--- config.mk ---
export PLATFORM = sky130hd
export DESIGN_NAME = system_address_map_decoder
export DESIGN_NICKNAME = d
export VERILOG_FILES = /design/src/addr_map_pkg.sv /design/src/system_address_map_decoder.sv /design/src/context_rights_table.sv /design/src/fuse_array_otp.sv
export VERILOG_INCLUDE_DIRS = /design/src
export SDC_FILE = /design/constraint.sdc
export NUM_CORES = 2
export LEC_CHECK = 0
export BUFFER_PORTS_ARGS = -buffer_cell sky130_fd_sc_hd__buf_4
export CAP_MARGIN = 10
export CORE_MARGIN = 5
export CORE_UTILIZATION = 40
export DETAILED_ROUTE_END_ITERATION = 16
export GPL_TIMING_DRIVEN = 0
export PLACE_DENSITY = 0.56
export SETUP_SLACK_MARGIN = 0.2
export SLEW_MARGIN = 20
export SYNTH_ARGS = -nofsm -noshare
export SYNTH_HDL_FRONTEND = slang
export SYNTH_HIERARCHICAL = 1
export SYNTH_SLANG_ARGS = --single-unit
--- constraint.sdc ---
create_clock -name ref_clk -period 3.5 [get_ports ref_clk]
set_clock_uncertainty 0.15 [all_clocks]
set_input_delay 0.35 -clock ref_clk [delete_from_list [all_inputs] [get_ports ref_clk]]
set_output_delay 0.35 -clock ref_clk [all_outputs]
set_load 0.05 [all_outputs]
--- src/addr_map_defines.svh ---
// address map constants, field limits and sizes for the system decoder
`ifndef ADDR_MAP_DEFINES_SVH
`define ADDR_MAP_DEFINES_SVH

// ------------------------------------------------------------
// region bounds
// ------------------------------------------------------------
`define CODE_LAST      32'h1fff_ffff
`define DATA_BASE      32'h2000_0000
`define DATA_LAST      32'h3fff_ffff
`define PERI_BASE      32'h4000_0000
`define PERI_LAST      32'h5fff_ffff
`define EXT_BASE       32'h6000_0000
`define EXT_LAST       32'h9fff_ffff
`define PPB_BASE       32'he000_0000
`define PPB_LAST       32'he00f_ffff
`define SYS_BASE       32'he010_0000

// ------------------------------------------------------------
// memories inside the code region
// ------------------------------------------------------------
`define ROM_BASE       32'h0000_0000
`define ROM_LAST       32'h0001_ffff
`define SRAM_BASE      32'h0800_0000
`define SRAM_LAST      32'h0804_7fff
`define MFLASH_BASE    32'h1000_0000
`define MFLASH_LAST    32'h100f_ffff
`define AFLASH_BASE    32'h1400_0000
`define AFLASH_LAST    32'h1400_7fff
`define SUPFLASH_BASE  32'h1600_0000
`define SUPFLASH_LAST  32'h1600_7fff

// ------------------------------------------------------------
// sizes and counts
// ------------------------------------------------------------
`define FLASH_ROW_BYTES   512
`define FLASH_LINE_BITS   128
`define FLASH_SECTOR_KB   256
`define SRAM_BLOCK_KB     32
`define SRAM_BLOCKS       9
`define FUSE_BITS         1024
`define FUSE_SYS_BITS     512
`define CONTEXTS          8
`define BOOT_CONTEXT      3'h0
`define RIGHTS_RESET      3'h7

`endif

--- src/addr_map_pkg.sv ---
// types shared by the address map decoder and its helpers
package addr_map_pkg;

	typedef enum logic [1:0] {
		MST_PRIMARY   = 2'h0,
		MST_SECONDARY = 2'h1,
		MST_DEBUG     = 2'h2,
		MST_OTHER     = 2'h3
	} master_t;

	typedef enum logic [3:0] {
		TGT_NONE     = 4'h0,
		TGT_ROM      = 4'h1,
		TGT_SRAM     = 4'h2,
		TGT_MFLASH   = 4'h3,
		TGT_AFLASH   = 4'h4,
		TGT_SUPFLASH = 4'h5,
		TGT_PERIPH   = 4'h6,
		TGT_SERIAL   = 4'h7,
		TGT_PRIVATE  = 4'h8,
		TGT_SYSREG   = 4'h9
	} target_t;

	typedef enum logic [2:0] {
		FLT_NONE     = 3'h0,
		FLT_UNMAPPED = 3'h1,
		FLT_EXEC     = 3'h2,
		FLT_ROM_EXEC = 3'h3,
		FLT_RIGHTS   = 3'h4,
		FLT_SUP_LOCK = 3'h5,
		FLT_LOW_VOLT = 3'h6,
		FLT_ROW      = 3'h7
	} fault_t;

	typedef enum logic [2:0] {
		SF_IDLE = 3'b001,
		SF_NMI  = 3'b010,
		SF_RUN  = 3'b100
	} sf_state_t;

endpackage

--- src/system_address_map_decoder.sv ---
// system address decoder with region attribute and access checks
// ------------------------------------------------------------
// Notes on behaviour
// - lowest half-gigabyte is code region, vectors at address zero
// - second data window has no memory behind it
// - peripheral window holds peripheral registers, no fetches, no bit-band
// - private window goes to core-internal registers
// - 128 KB boot ROM sits at the bottom
// - SRAM up to 288 KB in its code-region window
// - 1 MB main flash in 256 KB sectors at its base
// - 32 KB auxiliary flash window
// - 32 KB supervisory flash window
// - supervisory flash cannot change once lifecycle is secure
// - flash reads 128 bits wide, writes per 512-byte row
// - flash reads in any mode, no writes in ultra-low-power
// - ROM fetch only by secondary processor in context zero
// - system-function request raises NMI in secondary processor
// - 1024-bit fuse array, 512 system bits, bits only set
// - eight contexts, boot context sets rights per master and level
// - both processors see the same map
// - SRAM retention per 32 KB block, nothing kept in hibernate
// ------------------------------------------------------------
`timescale 1ns/1ps
`include "addr_map_defines.svh"

module system_address_map_decoder #(
	parameter int SRAM_BLOCKS = `SRAM_BLOCKS
) (
	input  wire logic                     ref_clk,
	input  wire logic                     sys_rst,
	input  wire logic                     req_valid,
	input  wire logic [31:0]              req_addr,
	input  wire logic                     req_write,
	input  wire logic                     req_fetch,
	input  wire addr_map_pkg::master_t    req_master,
	input  wire logic [2:0]               req_context,
	input  wire logic                     req_priv,
	input  wire logic                     ultra_low_power_mode,
	input  wire logic                     lifecycle_secure,
	input  wire logic                     deep_sleep,
	input  wire logic                     hibernate,
	input  wire logic [SRAM_BLOCKS-1:0]   sram_retain_mask,
	input  wire logic                     sf_req_primary,
	input  wire logic                     sf_req_secondary,
	input  wire logic                     sf_req_debug,
	input  wire logic                     sf_done,
	input  wire logic                     cfg_valid,
	input  wire logic [2:0]               cfg_context,
	input  wire addr_map_pkg::master_t    cfg_master,
	input  wire logic                     cfg_priv,
	input  wire logic [2:0]               cfg_rights,
	input  wire logic                     fuse_prog_valid,
	input  wire logic [9:0]               fuse_prog_index,
	input  wire logic [9:0]               fuse_rd_index,
	output logic                          rsp_valid,
	output logic                          rsp_error,
	output addr_map_pkg::target_t         rsp_target,
	output addr_map_pkg::fault_t          rsp_fault,
	output logic [31:0]                   rsp_offset,
	output logic [27:0]                   flash_line,
	output logic                          nmi_secondary,
	output logic                          sf_busy,
	output logic [SRAM_BLOCKS-1:0]        sram_block_on,
	output logic                          fuse_rd_bit
);
	localparam logic [31:0] ROW_MASK = 32'(`FLASH_ROW_BYTES - 1);
	localparam int LINE_SHIFT = $clog2(`FLASH_LINE_BITS / 8);

	// ------------------------------------------------------------
	// helpers
	// ------------------------------------------------------------
	logic [2:0]              rights;
	addr_map_pkg::target_t   tgt;
	addr_map_pkg::fault_t    flt;
	logic [31:0]             base;
	logic                    is_flash;

	logic                    rsp_valid_next;
	logic                    rsp_error_next;
	addr_map_pkg::target_t   rsp_target_next;
	addr_map_pkg::fault_t    rsp_fault_next;
	logic [31:0]             rsp_offset_next;
	logic [27:0]             flash_line_next;

	context_rights_table u_rights (
		.ref_clk         (ref_clk),
		.sys_rst         (sys_rst),
		.cfg_valid       (cfg_valid),
		.cfg_src_context (req_context),
		.cfg_context     (cfg_context),
		.cfg_master      (cfg_master),
		.cfg_priv        (cfg_priv),
		.cfg_rights      (cfg_rights),
		.look_context    (req_context),
		.look_master     (req_master),
		.look_priv       (req_priv),
		.look_rights     (rights)
	);

	fuse_array_otp u_fuse (
		.ref_clk       (ref_clk),
		.sys_rst       (sys_rst),
		.prog_valid    (fuse_prog_valid),
		.prog_boot_ctx (req_context == `BOOT_CONTEXT),
		.prog_index    (fuse_prog_index),
		.rd_index      (fuse_rd_index),
		.rd_bit        (fuse_rd_bit)
	);

	// ------------------------------------------------------------
	// region decode
	// ------------------------------------------------------------
	// decode ignores master
	always_comb begin
		tgt  = addr_map_pkg::TGT_NONE;
		base = 32'h0;
		if (req_addr <= `CODE_LAST) begin
			if (req_addr <= `ROM_LAST) begin
				tgt  = addr_map_pkg::TGT_ROM;
				base = `ROM_BASE;
			end else if (req_addr >= `SRAM_BASE
			             && req_addr <= `SRAM_LAST) begin
				tgt  = addr_map_pkg::TGT_SRAM;
				base = `SRAM_BASE;
			end else if (req_addr >= `MFLASH_BASE
			             && req_addr <= `MFLASH_LAST) begin
				tgt  = addr_map_pkg::TGT_MFLASH;
				base = `MFLASH_BASE;
			end else if (req_addr >= `AFLASH_BASE
			             && req_addr <= `AFLASH_LAST) begin
				tgt  = addr_map_pkg::TGT_AFLASH;
				base = `AFLASH_BASE;
			end else if (req_addr >= `SUPFLASH_BASE
			             && req_addr <= `SUPFLASH_LAST) begin
				tgt  = addr_map_pkg::TGT_SUPFLASH;
				base = `SUPFLASH_BASE;
			end
		end else if (req_addr >= `PERI_BASE && req_addr <= `PERI_LAST) begin
			tgt  = addr_map_pkg::TGT_PERIPH;
			base = `PERI_BASE;
		end else if (req_addr >= `EXT_BASE && req_addr <= `EXT_LAST) begin
			tgt  = addr_map_pkg::TGT_SERIAL;
			base = `EXT_BASE;
		end else if (req_addr >= `PPB_BASE && req_addr <= `PPB_LAST) begin
			tgt  = addr_map_pkg::TGT_PRIVATE;
			base = `PPB_BASE;
		end else if (req_addr >= `SYS_BASE) begin
			tgt  = addr_map_pkg::TGT_SYSREG;
			base = `SYS_BASE;
		end
	end

	assign is_flash = tgt == addr_map_pkg::TGT_MFLASH
	               || tgt == addr_map_pkg::TGT_AFLASH
	               || tgt == addr_map_pkg::TGT_SUPFLASH;

	// ------------------------------------------------------------
	// attribute checks, earlier tests win
	// ------------------------------------------------------------
	always_comb begin
		flt = addr_map_pkg::FLT_NONE;
		if (tgt == addr_map_pkg::TGT_NONE) begin
			flt = addr_map_pkg::FLT_UNMAPPED;
		end else if (req_fetch && tgt == addr_map_pkg::TGT_PERIPH) begin
			flt = addr_map_pkg::FLT_EXEC;
		end else if (req_fetch && tgt == addr_map_pkg::TGT_ROM
		             && !(req_master == addr_map_pkg::MST_SECONDARY
		                  && req_context == `BOOT_CONTEXT)) begin
			flt = addr_map_pkg::FLT_ROM_EXEC;
		end else if ((req_fetch && !rights[2])
		             || (req_write && !rights[1])
		             || (!req_fetch && !req_write && !rights[0])) begin
			flt = addr_map_pkg::FLT_RIGHTS;
		end else if (req_write && tgt == addr_map_pkg::TGT_SUPFLASH
		             && lifecycle_secure) begin
			flt = addr_map_pkg::FLT_SUP_LOCK;
		// no flash write at low voltage
		end else if (req_write && is_flash && ultra_low_power_mode) begin
			flt = addr_map_pkg::FLT_LOW_VOLT;
		end else if (req_write && is_flash
		             && (req_addr & ROW_MASK) != 32'h0) begin
			flt = addr_map_pkg::FLT_ROW;
		end
	end

	// ------------------------------------------------------------
	// response register, one cycle after the request
	// ------------------------------------------------------------
	always_comb begin
		rsp_valid_next  = req_valid;
		rsp_error_next  = 1'b0;
		rsp_target_next = addr_map_pkg::TGT_NONE;
		rsp_fault_next  = addr_map_pkg::FLT_NONE;
		rsp_offset_next = 32'h0;
		flash_line_next = flash_line;
		if (req_valid) begin
			rsp_error_next  = flt != addr_map_pkg::FLT_NONE;
			rsp_fault_next  = flt;
			rsp_target_next = (flt == addr_map_pkg::FLT_NONE)
			                ? tgt : addr_map_pkg::TGT_NONE;
			rsp_offset_next = (flt == addr_map_pkg::FLT_NONE)
			                ? req_addr - base : 32'h0;
			if (is_flash && flt == addr_map_pkg::FLT_NONE) begin
				flash_line_next = 28'(req_addr >> LINE_SHIFT);
			end
		end
	end

	always_ff @(posedge ref_clk) begin
		if (sys_rst) begin
			rsp_valid  <= 1'b0;
			rsp_error  <= 1'b0;
			rsp_target <= addr_map_pkg::TGT_NONE;
			rsp_fault  <= addr_map_pkg::FLT_NONE;
			rsp_offset <= 32'h0;
			flash_line <= 28'h0;
		end else begin
			rsp_valid  <= rsp_valid_next;
			rsp_error  <= rsp_error_next;
			rsp_target <= rsp_target_next;
			rsp_fault  <= rsp_fault_next;
			rsp_offset <= rsp_offset_next;
			flash_line <= flash_line_next;
		end
	end

	// ------------------------------------------------------------
	// system-function request handshake
	// ------------------------------------------------------------
	addr_map_pkg::sf_state_t sf_state_reg;
	addr_map_pkg::sf_state_t sf_state_next;
	logic                    sf_any;
	logic                    nmi_next;
	logic                    busy_next;

	assign sf_any = sf_req_primary | sf_req_secondary | sf_req_debug;

	// requests during a run are dropped; callers poll sf_busy first
	// NMI on request
	always_comb begin
		sf_state_next = sf_state_reg;
		unique case (sf_state_reg)
			addr_map_pkg::SF_IDLE: begin
				if (sf_any) begin
					sf_state_next = addr_map_pkg::SF_NMI;
				end
			end
			addr_map_pkg::SF_NMI: begin
				sf_state_next = addr_map_pkg::SF_RUN;
			end
			addr_map_pkg::SF_RUN: begin
				if (sf_done) begin
					sf_state_next = addr_map_pkg::SF_IDLE;
				end
			end
			default: begin
				sf_state_next = addr_map_pkg::SF_IDLE;
			end
		endcase
		nmi_next  = sf_state_next == addr_map_pkg::SF_NMI;
		busy_next = sf_state_next != addr_map_pkg::SF_IDLE;
	end

	always_ff @(posedge ref_clk) begin
		if (sys_rst) begin
			sf_state_reg  <= addr_map_pkg::SF_IDLE;
			nmi_secondary <= 1'b0;
			sf_busy       <= 1'b0;
		end else begin
			sf_state_reg  <= sf_state_next;
			nmi_secondary <= nmi_next;
			sf_busy       <= busy_next;
		end
	end

	// ------------------------------------------------------------
	// SRAM block power and retention
	// ------------------------------------------------------------
	logic [SRAM_BLOCKS-1:0] sram_on_next;

	always_comb begin
		if (hibernate) begin
			sram_on_next = '0;
		end else if (deep_sleep) begin
			sram_on_next = sram_retain_mask;
		end else begin
			sram_on_next = '1;
		end
	end

	always_ff @(posedge ref_clk) begin
		if (sys_rst) begin
			sram_block_on <= '1;
		end else begin
			sram_block_on <= sram_on_next;
		end
	end
endmodule // system_address_map_decoder

--- src/context_rights_table.sv ---
// per context, per master, per privilege access rights table
`timescale 1ns/1ps
`include "addr_map_defines.svh"

module context_rights_table #(
	parameter int CONTEXTS = `CONTEXTS
) (
	input  wire logic                    ref_clk,
	input  wire logic                    sys_rst,
	input  wire logic                    cfg_valid,
	input  wire logic [2:0]              cfg_src_context,
	input  wire logic [2:0]              cfg_context,
	input  wire addr_map_pkg::master_t   cfg_master,
	input  wire logic                    cfg_priv,
	input  wire logic [2:0]              cfg_rights,
	input  wire logic [2:0]              look_context,
	input  wire addr_map_pkg::master_t   look_master,
	input  wire logic                    look_priv,
	output logic      [2:0]              look_rights
);
	localparam int ENTRIES = CONTEXTS * 8;

	logic [2:0] rights_reg  [ENTRIES];
	logic [2:0] rights_next [ENTRIES];
	logic [5:0] wr_idx;
	logic [5:0] rd_idx;

	assign wr_idx = {cfg_context, cfg_master, cfg_priv};
	assign rd_idx = {look_context, look_master, look_priv};

	// boot context keeps full rights, so boot code can never lock itself out
	assign look_rights = (look_context == `BOOT_CONTEXT) ? `RIGHTS_RESET
	                                                     : rights_reg[rd_idx];

	always_comb begin
		for (int i = 0; i < ENTRIES; i++) begin
			rights_next[i] = rights_reg[i];
		end
		if (cfg_valid && cfg_src_context == `BOOT_CONTEXT) begin
			rights_next[wr_idx] = cfg_rights;
		end
	end

	always_ff @(posedge ref_clk) begin
		for (int i = 0; i < ENTRIES; i++) begin
			rights_reg[i] <= sys_rst ? `RIGHTS_RESET : rights_next[i];
		end
	end

endmodule // context_rights_table

--- src/fuse_array_otp.sv ---
// one-time-programmable fuse array, bits only ever go from 0 to 1
`timescale 1ns/1ps
`include "addr_map_defines.svh"

module fuse_array_otp #(
	parameter int FUSE_BITS = `FUSE_BITS,
	parameter int SYS_BITS  = `FUSE_SYS_BITS
) (
	input  wire logic                    ref_clk,
	input  wire logic                    sys_rst,
	input  wire logic                    prog_valid,
	input  wire logic                    prog_boot_ctx,
	input  wire logic [9:0]              prog_index,
	input  wire logic [9:0]              rd_index,
	output logic                         rd_bit
);
	logic [FUSE_BITS-1:0] fuse_reg;
	logic [FUSE_BITS-1:0] fuse_next;
	logic                 rd_bit_next;

	for (genvar i = 0; i < FUSE_BITS; i++) begin : g_fuse
		always_comb begin
			fuse_next[i] = fuse_reg[i] | (prog_valid && prog_index == i
			               && (i >= SYS_BITS || prog_boot_ctx));
		end
	end

	assign rd_bit_next = fuse_reg[rd_index];

	// reset stands in for blank silicon in simulation only
	always_ff @(posedge ref_clk) begin
		if (sys_rst) begin
			fuse_reg <= '0;
			rd_bit   <= 1'b0;
		end else begin
			fuse_reg <= fuse_next;
			rd_bit   <= rd_bit_next;
		end
	end
endmodule // fuse_array_otp

# After elaboration in Yosys (flattened, before gate mapping)
# Memory sizes are Yosys's and may differ from the RTL's.
# Index checks and enable logic that the tools add are counted.
[classes]
bitwise_logic = 1029
n_reduce_logical = 1578
magnitude_cmp = 20
muxes = 103
n_addsub = 1
eq_ne = 1034
[op_table]
columns = ["operator", "n"]
rows = [
  ["== test 10 bit (second input constant)", 512],
  ["== test 10 x 9 -> 1 bit (second input constant)", 256],
  ["logical AND 1 bit", 1559],
  ["== test 10 x 8 -> 1 bit (second input constant)", 128],
  ["bitwise OR 1 bit", 1026],
  ["== test 10 x 7 -> 1 bit (second input constant)", 64],
  ["== test 10 x 6 -> 1 bit (second input constant)", 32],
  ["two-way mux 3 bit", 79],
  ["bitwise mux 192 bit", 1],
  ["two-way mux 192 bit", 1],
  ["== test 10 x 5 -> 1 bit (second input constant)", 16],
  ["two-way mux 32 bit", 5],
  ["two-way mux 29 bit", 5],
  ["<= comparator 32 x 29 -> 1 bit (second input constant)", 4],
  [">= comparator 32 x 29 -> 1 bit (second input constant)", 3],
  ["== test 10 x 4 -> 1 bit (second input constant)", 8],
  [">= comparator 32 x 31 -> 1 bit (second input constant)", 2],
  [">= comparator 32 bit (second input constant)", 2],
  ["<= comparator 32 bit (second input constant)", 2],
  ["== test 10 x 3 -> 1 bit (second input constant)", 4],
  [">= comparator 32 x 28 -> 1 bit (second input constant)", 1],
  ["<= comparator 32 x 17 -> 1 bit (second input constant)", 1],
  ["<= comparator 32 x 28 -> 1 bit (second input constant)", 1],
  ["<= comparator 32 x 31 -> 1 bit (second input constant)", 1],
  ["other kinds (32)", 52],
]
[word_totals]
memories = 1
word_cells = 3778
ram_bits = 192
reg_bits = 1108
output_inout_bits = 81
in_bits = 91
[memory_table]
columns = ["memory", "words", "width", "read_ports", "rd_ports_with_merged_regs", "write_ports", "line_no", "text"]
rows = [
  ["u_rights.rights_reg", 64, 3, 65, 0, 64, "context_rights_table.sv:23", "logic [2:0] rights_reg [ENTRIES];"],
]

# Logic depth before layout (Yosys ltp)
[depth]
word_depth = 23
depth_mapped = 16
ltp_nobuf = 13

# Cells and area by module
# Netlist, hierarchy kept.
[by_module_without_submodules]
columns = ["module", "seq_area_each_um2", "instances", "cells_per_inst", "area_per_inst_um2"]
rows = [
  ["fuse_array_otp", 20519.7, 1, 4455, 40463.8],
  ["context_rights_table", 3363.2, 1, 777, 8356.8],
  ["system_address_map_decoder", 1661.6, 1, 374, 3638.5],
]

# Worst setup path before layout
# No wires, ideal clock.
[synth_timing]
path_type = "input to register"
start = "input port req_master[0]"
end = "register rsp_offset[10]"
t_arrival_ps = 3301
slack_ps = -67
cell_stages = 13
required_ps = 3234
path_buffers = 3
cell_sequence = "buf_2 buf_1 mux4_2 nor3b_1 o21ai_0 a211o_1 o311ai_0 a41o_1 or2_2 nand2_1 and3_1 buf_4 and4_1"
[synth_between]
elab_cells_between_ends = 21
[synth_lines]
columns = ["element", "line_no", "text"]
rows = [
  ["from (decl)", "system_address_map_decoder.sv:35", "input wire addr_map_pkg::master_t req_master,"],
  ["memory read (64 x 3 bit)", "-", ""],
  ["two-way mux 3 bit", "context_rights_table.sv:32", "assign look_rights = (look_context == `BOOT_CONTEXT) ? `RIGHTS_RESET"],
  ["net rights[0]", "system_address_map_decoder.sv:72", "logic [2:0] rights;"],
  ["zero test 1 bit", "system_address_map_decoder.sv:172", "|| (!req_fetch && !req_write && !rights[0])) begin"],
  ["logical AND 1 bit", "system_address_map_decoder.sv:172", ""],
  ["logical OR 1 bit", "system_address_map_decoder.sv:172", ""],
  ["two-way mux 3 bit", "system_address_map_decoder.sv:170", "end else if ((req_fetch && !rights[2])"],
  ["two-way mux 3 bit", "system_address_map_decoder.sv:166", "end else if (req_fetch && tgt == addr_map_pkg::TGT_ROM"],
  ["two-way mux 3 bit", "system_address_map_decoder.sv:164", "end else if (req_fetch && tgt == addr_map_pkg::TGT_PERIPH) begin"],
  ["two-way mux 3 bit", "system_address_map_decoder.sv:162", "if (tgt == addr_map_pkg::TGT_NONE) begin"],
  ["zero test 3 bit", "system_address_map_decoder.sv:201", "rsp_offset_next = (flt == addr_map_pkg::FLT_NONE)"],
  ["NOT 1 bit (no source line)", "-", ""],
  ["OR reduction 3 bit (no source line)", "-", ""],
  ["to (signal assigned)", "system_address_map_decoder.sv:222", "rsp_offset <= rsp_offset_next;"],
  ["to (decl)", "system_address_map_decoder.sv:59", "output logic [31:0] rsp_offset,"],
]
# The timed path passes the listed nets, and every way through them passes these cells.
# A chain may end at the register's enable or synchronous reset.

# Worst setup path after layout
[layout_timing]
start = "input port fuse_rd_index[2]"
end = "register u_fuse.rd_bit"
[layout_between]
elab_chain_len = 2
[layout_lines]
columns = ["element", "line_no", "text"]
rows = [
  ["from (decl)", "system_address_map_decoder.sv:54", "input wire logic [9:0] fuse_rd_index,"],
  ["binary-select mux 1 bit (select 10 bit)", "fuse_array_otp.sv:28", "assign rd_bit_next = fuse_reg[rd_index];"],
  ["two-way mux 1 bit (implied by the code)", "fuse_array_otp.sv:28", ""],
  ["to (signal assigned)", "fuse_array_otp.sv:37", "rd_bit <= rd_bit_next;"],
  ["to (decl)", "fuse_array_otp.sv:15", "output logic rd_bit"],
]
# No other way between the ends. The select of a mux whose other input is x is not followed.

==> flow_metrics.tcl <==
set metrics [dict create \
    num_cts_buffers 144 \
    p_leak_nw 22.5 \
    worst_hold_startpoint "req_context[2]" \
    grt_pass1_vias 43400 \
    maxSlewHeadroom_pct 13.5 \
    run_status "complete, but fails checks" \
    ys_dominant_reg_cell "dfxtp_1" \
    nNetsFinal 6111 \
    timing.critical_path.slowest_cell_delay_ns 0.94 \
    worstReg2RegEnd "rsp_offset[5]" \
    critical_path.cell_chain "buf_2 > or3b_1 > buf_2 > clkbuf_1 > o221ai_1 > a211oi_1 > or4_1 > a22o_1 > a211oi_2 > a32oi_1 > nand3_2" \
    crit_family "buffers and inverters" \
    synthArstFlopShare_pct 0 \
    measured_slew_at_the_worst_slew_check_pin_ns 1.30 \
    drt_iter0_drc 6234 \
    r2r_slack_ns 0.23 \
    final_core_utilization_pct 48.1 \
    layout_commonest_cell "nor2_1" \
    netlist.top_cell.by_area "dfxtp_1" \
    start_util_pct 40.4 \
    die_y_um 372 \
    cp-start-kind "input port" \
    htreeDepth 4 \
    cp.required_ns 3.91 \
    cts_root_buf "clkbuf_16" \
    post-layout-total-power_mw 32.7 \
    grt_pass1_wl_um 307000 \
    fin_crit_ns 3.69 \
    grt_usage_pct 30.3 \
    final.period_utilization_pct 105 \
    numClockSinks 1276 \
    num_io_pins 172 \
    place_hpwl_um 150000 \
    timing.critical_path.arrival_ns 4.10 \
    wl_um 216000 \
    finalHoldViolations 0 \
    placer_congestion_estimate 0.965 \
    design_area_final_sq_um 62500 \
    synth.net_count 5705 \
    final_max_slew_viol_count 0 \
    synth.yosys.seq_area_share_pct 48.7 \
    critical_path_peak_fanout 10 \
    worst_path_most_repeated_cell "buf_2" \
    worstHoldEndpoint "u_rights/rights_reg[33][1]" \
    post_drt_via_cell_ratio 5.99 \
    worst_slack_ns -0.189 \
    cts-root-to-sink-buffers 3 \
    drive_gt1_share_pct 14.8 \
    critical_path_class "in -> reg" \
    netlist_area_sq_um 52500 \
    floorplan.rows 132 \
    grt_start_max_net_pins 17 \
    core_region_area_sq_um 130000 \
    post_dp_area_sq_um 56000 \
    tritoncts_clock_tree "yes" \
    mapped_avg_cell_area_sq_um 9.36 \
    most-common-layout-cells "nor2_1, dfxtp_1, a21oi_1, clkbuf_1, mux4_2" \
    setup_viol 1 \
    hp-class "in -> reg" \
    gr-total-overflow 0 \
    timing.rr.start "u_rights/rights_reg[30][1]" \
    clk-insertion-delay-late_ns 0.79 \
    first_pass_iters 7 \
    fp.dieArea_sq_um 138000 \
    failing_checks "negative setup slack" \
    numPortBuffers 161 \
    crit_path_end_kind "register" \
    area_growth_pct 19.1 \
    worst_setup_hold_path_clk_slew_ns 0.06 \
    syn-instance-count 5606 \
    post_synth_edffs 0 \
    total_number_of_vias 47100 \
    post_route_drc 0 \
    initial_antenna_violation_count 8 \
    crit_buf_inv 3 \
    largest_register_ff_count 1024 \
    synthesis.yosys.warnings 6 \
    yosysTopAreaCellShare_pct 48.7 \
    fmax_ghz 0.271 \
    stdcell_count 7869 \
    worst-r2r-cell-count 12 \
    post-place-cells 7516 \
    power.density_nw_per_um2 523 \
    rsz0062_at_grt "yes" \
    detail-route-antenna-nets 0 \
    synth.distinct_cells 91 \
    synth.ff_latch_count 1276 \
    worst_path_max_delay_cell "clkbuf_1" \
    routed_wire_length_per_instance_um 27.4 \
    number_of_cells_traversed_by_the_worst_hold_path 4 \
    power.ir.vdd_worst_mv 0.430 \
    fp.dieW_um 372 \
    synthTopCellsByArea "dfxtp_1, a21oi_1, nor2_1" \
    timing.max_cap.violations 0 \
]
-- routing by layer --
layer / vias up / track usage, % / share of wire [%]
met5: - / 0 / 0.0060
met3: 566 / 8.37 / 12
met1: 23300 / 41.8 / 41
li1: 20700 / - / -
met2: 2575 / 44.5 / 42
met4: 2 / 13.0 / 5.0
-- area by class of cell --
class,count,area [sq um]
antenna,1,2.50
multi-input combinational,3844,25000
tap,1742,2180
inverter,20,78.8
sequential,1276,25500
fill,12400,67500
clock inverter,49,658
buffer,465,2620
clock buffer,211,4190
timing repair buffer,261,2230
-- power breakdown --
group / leakage (nW) / total, mW / switching (mW) / internal [mW]
combinational: 9.83 / 2.55 / 1.84 / 0.708
clock: 2.36 / 15.6 / 6.39 / 9.16
sequential: 10.3 / 14.6 / 0.0164 / 14.6
-- worst max path at each step --
| stage | start | end | depth (start not counted) |
|---|---|---|---|
| 2_1_floorplan | req_priv | rsp_offset[10] | 13 |
| 3_3_place_gp | fuse_rd_index[2] | u_fuse/rd_bit | 12 |
| 3_5_place_dp | fuse_rd_index[1] | u_fuse/rd_bit | 12 |
| 4_1_cts | fuse_rd_index[1] | u_fuse/rd_bit | 12 |
| 5_1_grt | u_rights/rights_reg[28][1] | rsp_offset[5] | 12 |
| 6_report | fuse_rd_index[2] | u_fuse/rd_bit | 11 |
-- logic make-up (layout without fill, tap and decap cells) --
family / count (synthesis) / count (layout) / synth area share [%]
adders and majority gates: 8 / 8 / 0.191
AOI/OAI and AO/OA: 1519 / 1519 / 17.1
and+or+nand+nor: 1896 / 1896 / 16.6
DFF: 1276 / 1276 / 48.7
xor gates and xnor gates: 8 / 8 / 0.134
buffers and inverters: 486 / 1006 / 4.32
other: 0 / 1 / 0
muxes: 413 / 413 / 12.9
-- cell usage after synthesis (all sizes together), types with 14 or more instances --
| master | instances |
|---|---|
| o21ai | 41 |
| mux2 | 39 |
| nand2b | 32 |
| nand3b | 28 |
| a221oi | 14 |
| nand3 | 38 |
| buf | 129 |
| nand4 | 32 |
| a21oi | 1082 |
| nor2 | 1423 |
| dfxtp | 1276 |
| nor3 | 23 |
| nor2b | 114 |
| mux4 | 206 |
| nor4 | 51 |
| nand2 | 63 |
| a22o | 23 |
| a211oi | 35 |
| clkbuf | 337 |
| a22oi | 18 |
| inv | 20 |
| o22ai | 29 |
| o221ai | 47 |
| mux2i | 168 |
| and4 | 21 |
| a211o | 172 |
| and2 | 19 |
-- through the flow --
step	hold WS [ns]	worst slack [ns]	TNS (ns)
floorplan	0.254	0.200	0
global placement	0.284	-2.12	-741.66
detailed placement	0.285	-1.95	-212.65
CTS	0.00449	0.143	0
global route	0.0675	0.130	0
finish	0.0665	-0.189	-0.189
-- worst reg2reg max path, stage by stage (launching register included) --
cell	delay [ns]
dfxtp_1	0.31
mux4_2	0.53
a22oi_2	0.20
o41ai_2	0.10
or3_4	0.43
nand2b_4	0.17
and3_4	0.16
nand4_1	0.13
o32ai_2	0.11
o22ai_2	0.26
and3_4	0.29
buf_6	0.15
and4_1	0.21
-- timing repair --
item | CTS | global route
setup buffers | 2 | 14
resized for setup | 110 | 79
setup endpoints to repair | 67 | 65
hold buffers | 76 | 0
pin swaps | 7 | 18
endpoints found under the hold margin | 81 | 0
gates cloned | 0 | 1
Note: power is estimated with default switching activity, not from simulation.
